--- config.mk ---
export PLATFORM = sky130hd
export DESIGN_NAME = pdwi_sequencer
export DESIGN_NICKNAME = d
export VERILOG_FILES = /design/src/rtl/pdwi_sequencer.v
export VERILOG_INCLUDE_DIRS = /design/src /design/src/rtl
export SDC_FILE = /design/constraint.sdc
export NUM_CORES = 1
export LEC_CHECK = 0
export BUFFER_PORTS_ARGS = -buffer_cell sky130_fd_sc_hd__buf_2
export CORE_MARGIN = 8
export CORE_UTILIZATION = 55
export CTS_CLUSTER_DIAMETER = 30
export DETAILED_ROUTE_END_ITERATION = 16
export GPL_TIMING_DRIVEN = 0
export PLACE_DENSITY_LB_ADDON = 0.1
export SYNTH_ARGS = -nofsm -noshare
export SYNTH_HDL_FRONTEND = slang
export SYNTH_SLANG_ARGS = --single-unit
--- constraint.sdc ---
create_clock -name mclk -period 4.5 [get_ports mclk]
set_input_delay 0.45 -clock mclk [delete_from_list [all_inputs] [get_ports mclk]]
set_output_delay 0.45 -clock mclk [all_outputs]
set_load 0.1 [all_outputs]
--- src/rtl/pdwi_defines.vh ---
`ifndef PDWI_DEFINES_VH
`define PDWI_DEFINES_VH

// Wake dependency register layout
`define PDWI_WKDEP_W 8
`define PDWI_WKDEP_EN_BIT 4
`define PDWI_WKDEP_RST 8'h00

// Seed of the supply loss scrambler
`define PDWI_SCRAM_SEED 1'b1

// Timing: peripheral reset hold and pad restore time in ns
`define PDWI_PER_RST_NS 200
`define PDWI_RESTORE_NS 100
`define PDWI_CLK_NS 20

// Power states
`define PDWI_PST_ON 2'h0
`define PDWI_PST_RET 2'h1
`define PDWI_PST_OFF 2'h2

`endif

--- src/rtl/pdwi_sequencer.v ---
// Contract
// - Dependency-woken domain stays out of low power until software marks it used
// - Sleep-dependency partner active before going inactive
// - Initiator must leave standby before low power
// - Pad configuration restored by hardware on wake
// - Latches drive GPIO until peripheral wakes
// - Latches have no reset value
// - Always-on domain pins unaffected by latch randomness
// - Bit 4 links always-on wake to peripheral
// - Inner latches release before pad isolation
// - GPIO pins come out of reset as inputs
`timescale 1ns/1ps
`include "pdwi_defines.vh"

module pdwi_sequencer #(
    parameter NGPIO = 8
) (
    // Clock and reset
    input wire mclk,
    input wire rst_n,
    // Software control
    input wire [`PDWI_WKDEP_W-1:0] peripheral_wake_dependency_register,
    input wire sw_per_wake_req,
    input wire sw_lowpower_req,
    input wire [1:0] sw_lowpower_target,
    input wire sw_domain_used,
    input wire sleep_dep_en,
    input wire is_initiator,
    input wire [NGPIO-1:0] sw_gpio_oe,
    input wire [NGPIO-1:0] sw_gpio_out,
    input wire sw_gpio_restored,
    // Asynchronous wake and status inputs
    input wire always_on_wake_domain,
    input wire sleep_partner_active,
    input wire initiator_standby,
    input wire core_logic_supply_ok,
    // Power state status
    output reg [1:0] per_power_state,
    output reg per_dep_woken,
    output reg per_lowpower_blocked,
    output reg padconf_restore_busy,
    output reg per_reset_n,
    // Isolation and pads
    output reg inner_latch_release,
    output reg pad_iso_release,
    output reg [NGPIO-1:0] gpio_oe,
    output reg [NGPIO-1:0] gpio_out
);

    //--------------------------------------------------------------
    // Timing
    //--------------------------------------------------------------
    localparam RST_CYC = (`PDWI_PER_RST_NS + `PDWI_CLK_NS - 1) / `PDWI_CLK_NS;
    localparam RES_CYC = (`PDWI_RESTORE_NS + `PDWI_CLK_NS - 1) / `PDWI_CLK_NS;
    localparam CW = 8;

    //--------------------------------------------------------------
    // States
    //--------------------------------------------------------------
    localparam S_ON = 7'h01;
    localparam S_LOW = 7'h02;
    localparam S_RESTORE = 7'h04;
    localparam S_PWRUP = 7'h08;
    localparam S_INNER = 7'h10;
    localparam S_PAD = 7'h20;
    localparam S_WAIT = 7'h40;

    //--------------------------------------------------------------
    // Input synchronisers
    //--------------------------------------------------------------
    reg [3:0] sync1_q;
    reg [3:0] sync2_q;
    reg wake_prev_q;
    wire aon_wake = sync2_q[0];
    wire partner_act = sync2_q[1];
    wire standby = sync2_q[2];
    wire supply_ok = sync2_q[3];

    always @(posedge mclk or negedge rst_n)
    begin
        if (!rst_n)
        begin
            sync1_q <= 4'h0;
            sync2_q <= 4'h0;
            wake_prev_q <= 1'b0;
        end
        else
        begin
            sync1_q <= {core_logic_supply_ok, initiator_standby, sleep_partner_active, always_on_wake_domain};
            sync2_q <= sync1_q;
            wake_prev_q <= sync2_q[0];
        end
    end

    //--------------------------------------------------------------
    // Wake detect and gating
    //--------------------------------------------------------------
    wire aon_wake_rise = aon_wake & ~wake_prev_q;
    wire dep_en = peripheral_wake_dependency_register[`PDWI_WKDEP_EN_BIT];
    wire dep_wake = aon_wake_rise & dep_en;

    wire cond_sleep = ~sleep_dep_en | partner_act;
    wire cond_init = ~is_initiator | ~standby;
    wire lp_allowed = ~per_dep_woken | (sw_domain_used & cond_sleep & cond_init);

    //--------------------------------------------------------------
    // Sequencer
    //--------------------------------------------------------------
    reg [6:0] state_q;
    reg [CW-1:0] cnt_q;
    reg [NGPIO-1:0] latch_oe_q;
    reg [NGPIO-1:0] latch_val_q;

    always @(posedge mclk or negedge rst_n)
    begin
        if (!rst_n)
        begin
            state_q <= S_ON;
            cnt_q <= {CW{1'b0}};
            per_power_state <= `PDWI_PST_ON;
            per_dep_woken <= 1'b0;
            per_lowpower_blocked <= 1'b0;
            padconf_restore_busy <= 1'b0;
            per_reset_n <= 1'b1;
            inner_latch_release <= 1'b1;
            pad_iso_release <= 1'b1;
        end
        else
        begin
            per_lowpower_blocked <= sw_lowpower_req & ~lp_allowed;
            case (state_q)
                S_ON:
                begin
                    if (sw_lowpower_req && lp_allowed && sw_lowpower_target != `PDWI_PST_ON)
                    begin
                        state_q <= S_LOW;
                        per_power_state <= sw_lowpower_target;
                        per_dep_woken <= 1'b0;
                        inner_latch_release <= 1'b0;
                        pad_iso_release <= 1'b0;
                    end
                end
                S_LOW:
                begin
                    if ((dep_wake || sw_per_wake_req) && supply_ok)
                    begin
                        per_dep_woken <= dep_wake & ~sw_per_wake_req;
                        state_q <= S_RESTORE;
                        padconf_restore_busy <= 1'b1;
                        cnt_q <= RES_CYC[CW-1:0];
                    end
                end
                S_RESTORE:
                begin
                    if (cnt_q == {CW{1'b0}})
                    begin
                        padconf_restore_busy <= 1'b0;
                        per_power_state <= `PDWI_PST_ON;
                        per_reset_n <= 1'b0;
                        cnt_q <= RST_CYC[CW-1:0];
                        state_q <= S_PWRUP;
                    end
                    else
                    begin
                        cnt_q <= cnt_q - {{(CW-1){1'b0}}, 1'b1};
                    end
                end
                S_PWRUP:
                begin
                    if (cnt_q == {CW{1'b0}})
                    begin
                        per_reset_n <= 1'b1;
                        state_q <= S_INNER;
                    end
                    else
                    begin
                        cnt_q <= cnt_q - {{(CW-1){1'b0}}, 1'b1};
                    end
                end
                S_INNER:
                begin
                    inner_latch_release <= 1'b1;
                    state_q <= S_PAD;
                end
                S_PAD:
                begin
                    pad_iso_release <= 1'b1;
                    state_q <= S_WAIT;
                end
                S_WAIT:
                begin
                    state_q <= S_ON;
                end
                default:
                begin
                    state_q <= S_ON;
                end
            endcase
        end
    end

    //--------------------------------------------------------------
    // GPIO module
    //--------------------------------------------------------------
    // GPIO module reset to inputs
    reg gpio_restored_q;
    wire [NGPIO-1:0] gpio_core_oe = gpio_restored_q ? sw_gpio_oe : {NGPIO{1'b0}};
    wire [NGPIO-1:0] gpio_core_out = sw_gpio_out;

    always @(posedge mclk or negedge rst_n)
    begin
        if (!rst_n)
        begin
            gpio_restored_q <= 1'b0;
        end
        else if (!per_reset_n)
        begin
            gpio_restored_q <= 1'b0;
        end
        else if (sw_gpio_restored)
        begin
            gpio_restored_q <= 1'b1;
        end
    end

    //--------------------------------------------------------------
    // Supply loss scrambler
    //--------------------------------------------------------------
    // Random level while unpowered
    // Stands in for the lost latch content
    // Needs NGPIO of two or more
    reg [NGPIO-1:0] scram_q;

    always @(posedge mclk or negedge rst_n)
    begin
        if (!rst_n)
        begin
            scram_q <= {{(NGPIO-1){1'b0}}, `PDWI_SCRAM_SEED};
        end
        else
        begin
            scram_q <= {scram_q[NGPIO-2:0], scram_q[NGPIO-1] ^ scram_q[0]};
        end
    end

    //--------------------------------------------------------------
    // Isolation latches
    //--------------------------------------------------------------
    // No reset: content lost with the supply
    always @(posedge mclk)
    begin
        if (!supply_ok)
        begin
            latch_oe_q <= scram_q;
            latch_val_q <= ~scram_q;
        end
        else if (inner_latch_release)
        begin
            latch_oe_q <= gpio_core_oe;
            latch_val_q <= gpio_core_out;
        end
    end

    //--------------------------------------------------------------
    // Pad drive
    //--------------------------------------------------------------
    // Latches drive pads while isolated
    always @(posedge mclk or negedge rst_n)
    begin
        if (!rst_n)
        begin
            gpio_oe <= {NGPIO{1'b0}};
            gpio_out <= {NGPIO{1'b0}};
        end
        else if (!pad_iso_release)
        begin
            gpio_oe <= latch_oe_q;
            gpio_out <= latch_val_q;
        end
        else
        begin
            gpio_oe <= gpio_core_oe;
            gpio_out <= gpio_core_out;
        end
    end

    // Always-on pins are outside this path

endmodule // pdwi_sequencer

# ---- Word level (Yosys, flattened, before mapping)
# Index checks and enable logic that the tools add are counted.
dict set report op_classes {
  n_addsub 1
  n_eq_ne 13
  muxes 31
  bitwise 18
  reduce_logical 21
}
# op count
set ops {}
lappend ops {{$mux 8} 10}
lappend ops {{$pmux 7 s6} 1}
lappend ops {{$mux 7} 4}
lappend ops {{$pmux 8 s3} 1}
lappend ops {{$reduce_and 3->1} 5}
lappend ops {{$ne 2x2->1 const B} 7}
lappend ops {{$reduce_bool 2->1} 7}
lappend ops {{$pmux 1 s2} 5}
lappend ops {{$logic_not 8->1} 1}
lappend ops {{$not 8->8} 1}
lappend ops {{$sub 8x1->8 const B} 1}
lappend ops {{$eq 7x1->1 const B} 1}
lappend ops {{$eq 7x2->1 const B} 1}
lappend ops {{$eq 7x3->1 const B} 1}
lappend ops {{$eq 7x4->1 const B} 1}
lappend ops {{$eq 7x5->1 const B} 1}
lappend ops {{$eq 7x6->1 const B} 1}
lappend ops {{$mux 1} 7}
lappend ops {{$not 1->1} 7}
lappend ops {{$and 1x1->1} 6}
lappend ops {{$mux 2} 2}
lappend ops {{$pmux 2 s2} 1}
lappend ops {{$reduce_and 2->1} 2}
lappend ops {{$reduce_and 4->1} 1}
lappend ops {{other kinds (5)} 9}
dict set report totals {
  register_bits 73
  elab_cells 102
}

# ---- Logic depth before layout (Yosys ltp)
dict set report logic_depth {
  word_depth 9
  depth_mapped 8
  depth_no_buf 6
}

# ---- Least setup slack after synthesis
# Ideal clock, no wire load.
dict set report synth_path {
  path_type {flip-flop to flip-flop}
  from {register cnt_q[3]}
  to {register cnt_q[0]}
  setup_time_ns 0.125
  t_arrival_ns 2.278
  path_slack_ns 2.097
  path_stages_with_launch 8
  cell_sequence {dfrtp_1 or4_4 or4b_1 buf_2 a311oi_4 buf_6 nor2_4 mux2_4}
}
dict set report synth_between {
  elab_chain_cells 3
  elab_cells_between_ends 5
  classes_between {eq/ne: 1; mux: 2; reduce/logical: 2}
}
# item line
set synth_lines {}
lappend synth_lines {{start: declaration} pdwi_sequencer.v:110} ;# reg [CW-1:0] cnt_q;
lappend synth_lines {{start signal: assignment} pdwi_sequencer.v:119} ;# cnt_q <= {CW{1'b0}};
lappend synth_lines {{start signal: assignment} pdwi_sequencer.v:150} ;# cnt_q <= RES_CYC[CW-1:0];
lappend synth_lines {{start signal: assignment} pdwi_sequencer.v:160} ;# cnt_q <= RST_CYC[CW-1:0];
lappend synth_lines {{$logic_not 8->1 (*)} {pdwi_sequencer.v:155, pdwi_sequencer.v:170}}
lappend synth_lines {{$mux 8 or $ne 2x2->1 (tied branches)} n/a}
lappend synth_lines {{$pmux 8 s3 or $reduce_and 3->1 (tied branches)} n/a}
# Mark *: on every way between the ends. The rest lies on a longest branch, timed or not.
# A chain may end at the register's enable or synchronous reset.

# ---- Worst setup path after layout
dict set report layout_path {
  from {register cnt_q[3]}
  to {register cnt_q[1]}
}
# Same word-level chain as after synthesis.

==> flow_summary.json <==
{
  "status": "completed",
  "io-pin-count": 62,
  "critPathSlowestCell": "or4_4",
  "path_max_fanout": 10,
  "tightest_slew_ns": 0.812,
  "fin_hold_ws_ns": 0.147,
  "setup_viol": 0,
  "grt_antenna_before_repair": 0,
  "wl_mm": 6.20,
  "cts.sinks": 73,
  "power_density_mw_per_mm2": 499,
  "ys_types": 56,
  "design_power_total_w": 0.00185,
  "vias": 2103,
  "synth_ff_type": "dfrtp_1",
  "utilization": 0.675,
  "cts_tree": "yes",
  "critPathMaxStageDelay_ns": 0.58,
  "irDropWorstVdd_mv": 0.323,
  "slew_headroom": 0.459,
  "grt-ovfl-total": 0,
  "grt.busiest_layer": "met2",
  "clk-insertion-delay-late_ns": 0.35,
  "synth.net_count": 288,
  "die_x_um": 91.1,
  "hp-class": "in -> async",
  "stdcell_count": 390,
  "cts.reportedPaths.clkPinSlew_ns": 0.07,
  "postCtsSetupRepairBufs": 0,
  "grt.met1_usage": 0.192,
  "avgSynthCellArea_um2": 12.5,
  "seq_area_frac_synth": 0.617,
  "fin_skew_ns": 0.00985,
  "cp-start-kind": "flop",
  "leakage_nw": 1.61,
  "met3_usage": 0.0675,
  "antenna_left": 0,
  "period_share": 0.567,
  "slew_viol_final": 0,
  "grt_pass1_vias": 2150,
  "max_freq_mhz": 392,
  "synth_edf_count": 16,
  "synth_top_area_share": 0.420,
  "rsz0062_at_grt": "false",
  "tns_ns": 0,
  "grt_max_degree": 58,
  "drtPass1Iterations": 4,
  "io_buffers": 54,
  "insertedDiodeCount": 0,
  "cp.arrival_ns": 2.78,
  "grt_pass1_wl_mm": 10.3,
  "die_area_mm2": 0.00829,
  "cp.required_ns": 4.73,
  "track_usage": 0.156,
  "wl_per_cell_um": 15.9,
  "drive_above_1_share": 0.343,
  "gp_congestion": 0.788,
  "syn_to_final_growth_pct": 19.3,
  "dieHeight_um": 91.1,
  "start_util": 0.566,
  "synthArstFlopShare": 0.781,
  "routed_via_density": 5.39,
  "path_class": "reg -> reg",
  "hold_viol_final": 0,
  "rows": 27,
  "htree_num_levels": 3,
  "yosys_warnings": 0,
  "fin_crit_ns": 2.55,
  "dp_hpwl_mm": 4.35,
  "crit_path_cell_trace": "or4_4, or4b_1, buf_2, a311oi_4, buf_6, nor2_4, mux2_4",
  "dp_cells": 374,
  "cts_resized": 0,
  "cts-root-buf": "clkbuf_8",
  "maxCapViolations": 0,
  "syn_inst": 248,
  "detail_route.iter0.violations": 87,
  "synth_top_area_cell": "dfrtp_1",
  "synth.top_cells.by_area": "dfrtp_1 (42%), edfxtp_1 (16%), mux2_2 (5.8%), dfstp_2 (4.2%), o21ai_0 (3.2%)",
  "use_met2": 0.240,
  "synth-seq-cells": 73,
  "coreArea_mm2": 0.00547,
  "worstSetupEndpointType": "flop",
  "drc": 0,
  "nNetsFinal": 353,
  "clock_path_buffers": 2,
  "cts_made_buffers": 9,
  "syn_area_mm2": 0.00310,
  "cts_hold_buf": 0
}
## state kept, by name, indices dropped and copies added (netlist names), 2 cells and up
name / count
cnt_q: 8
gpio_oe: 8
gpio_out: 8
latch_oe_q: 8
latch_val_q: 8
scram_q: 8
state_q: 7
sync1_q: 4
sync2_q: 4
per_power_state: 2
## synth_stat cells (3+ instances only)
cell type and count:
nand3_1 18, edfxtp_1 16, dfstp_2 5, inv_1 22
clkbuf_1 7, o21ai_0 20, a21o_1 4, or4_2 3
nand2b_1 4, mux2_2 16, o21a_1 3, a21oi_1 6
nand2_1 10, nor2_1 8, dfrtp_1 52, o31ai_1 5
## cells by family after synthesis
| kind of cell | after synthesis | share of synthesized area |
|---|---|---|
| compound gates | 52 | 0.115 |
| xor+xnor | 1 | 0.00283 |
| simple gates | 69 | 0.143 |
| mux | 18 | 0.0678 |
| buf+inv | 33 | 0.0460 |
| fa+ha+maj | 2 | 0.00807 |
| flops | 73 | 0.617 |
## stage by stage
step	setup WS [ns]	cell area, µm²
2_1_floorplan	2.10	3100
3_3_place_gp	1.97	3460
3_5_place_dp	1.98	3460
4_1_cts	1.96	3690
5_1_grt	1.86	3700
6_report	1.95	3700
## layout make-up
type,count,area [µm²]
timing repair buffer,54,273
tap,72,90.1
clock inverter,6,106
fill,447,1780
buffer,11,60.1
multi-input combinational,142,1040
sequential,73,1910
clock buffer,10,128
inverter,22,82.6
## metal layers
layer | vias to the layer above | wire [µm]
li1 | 1022 | -
met1 | 1025 | 2830
met2 | 49 | 2950
met3 | 7 | 353
met4 | 0 | 72
met5 | - | 0
## path summary, 6_finish.rpt
path / slack (ns) / endpoint / cells past startpoint / from
worst min register to register: 0.35 / sync2_q[3]$_DFF_PN0_ / 0 / sync1_q[3]$_DFF_PN0_
worst min-delay path: 0.15 / cnt_q[6]$_DFFE_PN0P_ / 1 / rst_n
max in group asynchronous: 3.89 / per_power_state[0]$_DFFE_PN0P_ / 1 / rst_n
min in group mclk: 0.21 / sync1_q[1]$_DFF_PN0_ / 1 / sleep_partner_active
worst max-delay path: 1.95 / cnt_q[1]$_DFFE_PN0P_ / 7 / cnt_q[3]$_DFFE_PN0P_
worst max register to register: 1.95 / cnt_q[1]$_DFFE_PN0P_ / 7 / cnt_q[3]$_DFFE_PN0P_
## worst max-delay path, delay by kind of cell (launching register included)
kind | cells | cell delay, ns
AND/OR/NAND/NOR | 3 | 1.11
flip-flops | 1 | 0.43
buffers and inverters | 2 | 0.37
multiplexers | 1 | 0.28
AO/OA/AOI/OAI | 1 | 0.25
## cell usage in the layout, fill, tap and decap left out, types with 2 or more instances in the layout
cell type / count
o21ai_0: 20
a21o_1: 4
clkinv_1: 2
nand2_1: 10
a21oi_1: 6
or4_2: 3
o21a_1: 3
o31ai_1: 5
bufinv_16: 3
and4b_1: 2
clkbuf_8: 10
mux2_4: 2
nand4_1: 2
nand2b_1: 4
edfxtp_1: 16
nor3_1: 2
nand3_1: 18
buf_2: 54
mux2_2: 16
a22o_1: 2
inv_1: 22
nor2_1: 8
o211ai_1: 2
dfrtp_1: 52
or3_2: 2
ha_1: 2
clkbuf_1: 8
and2_1: 2
dfstp_2: 5
## power by group
part	leakage (nW)	total [W]	switching, W	internal, W
logic	0.638	0.000462	0.000307	0.000155
clock network	0.116	0.000602	0.000236	0.000366
registers	0.853	0.000781	0.0000453	0.000736
No activity file was read; power rests on OpenSTA's default activity.
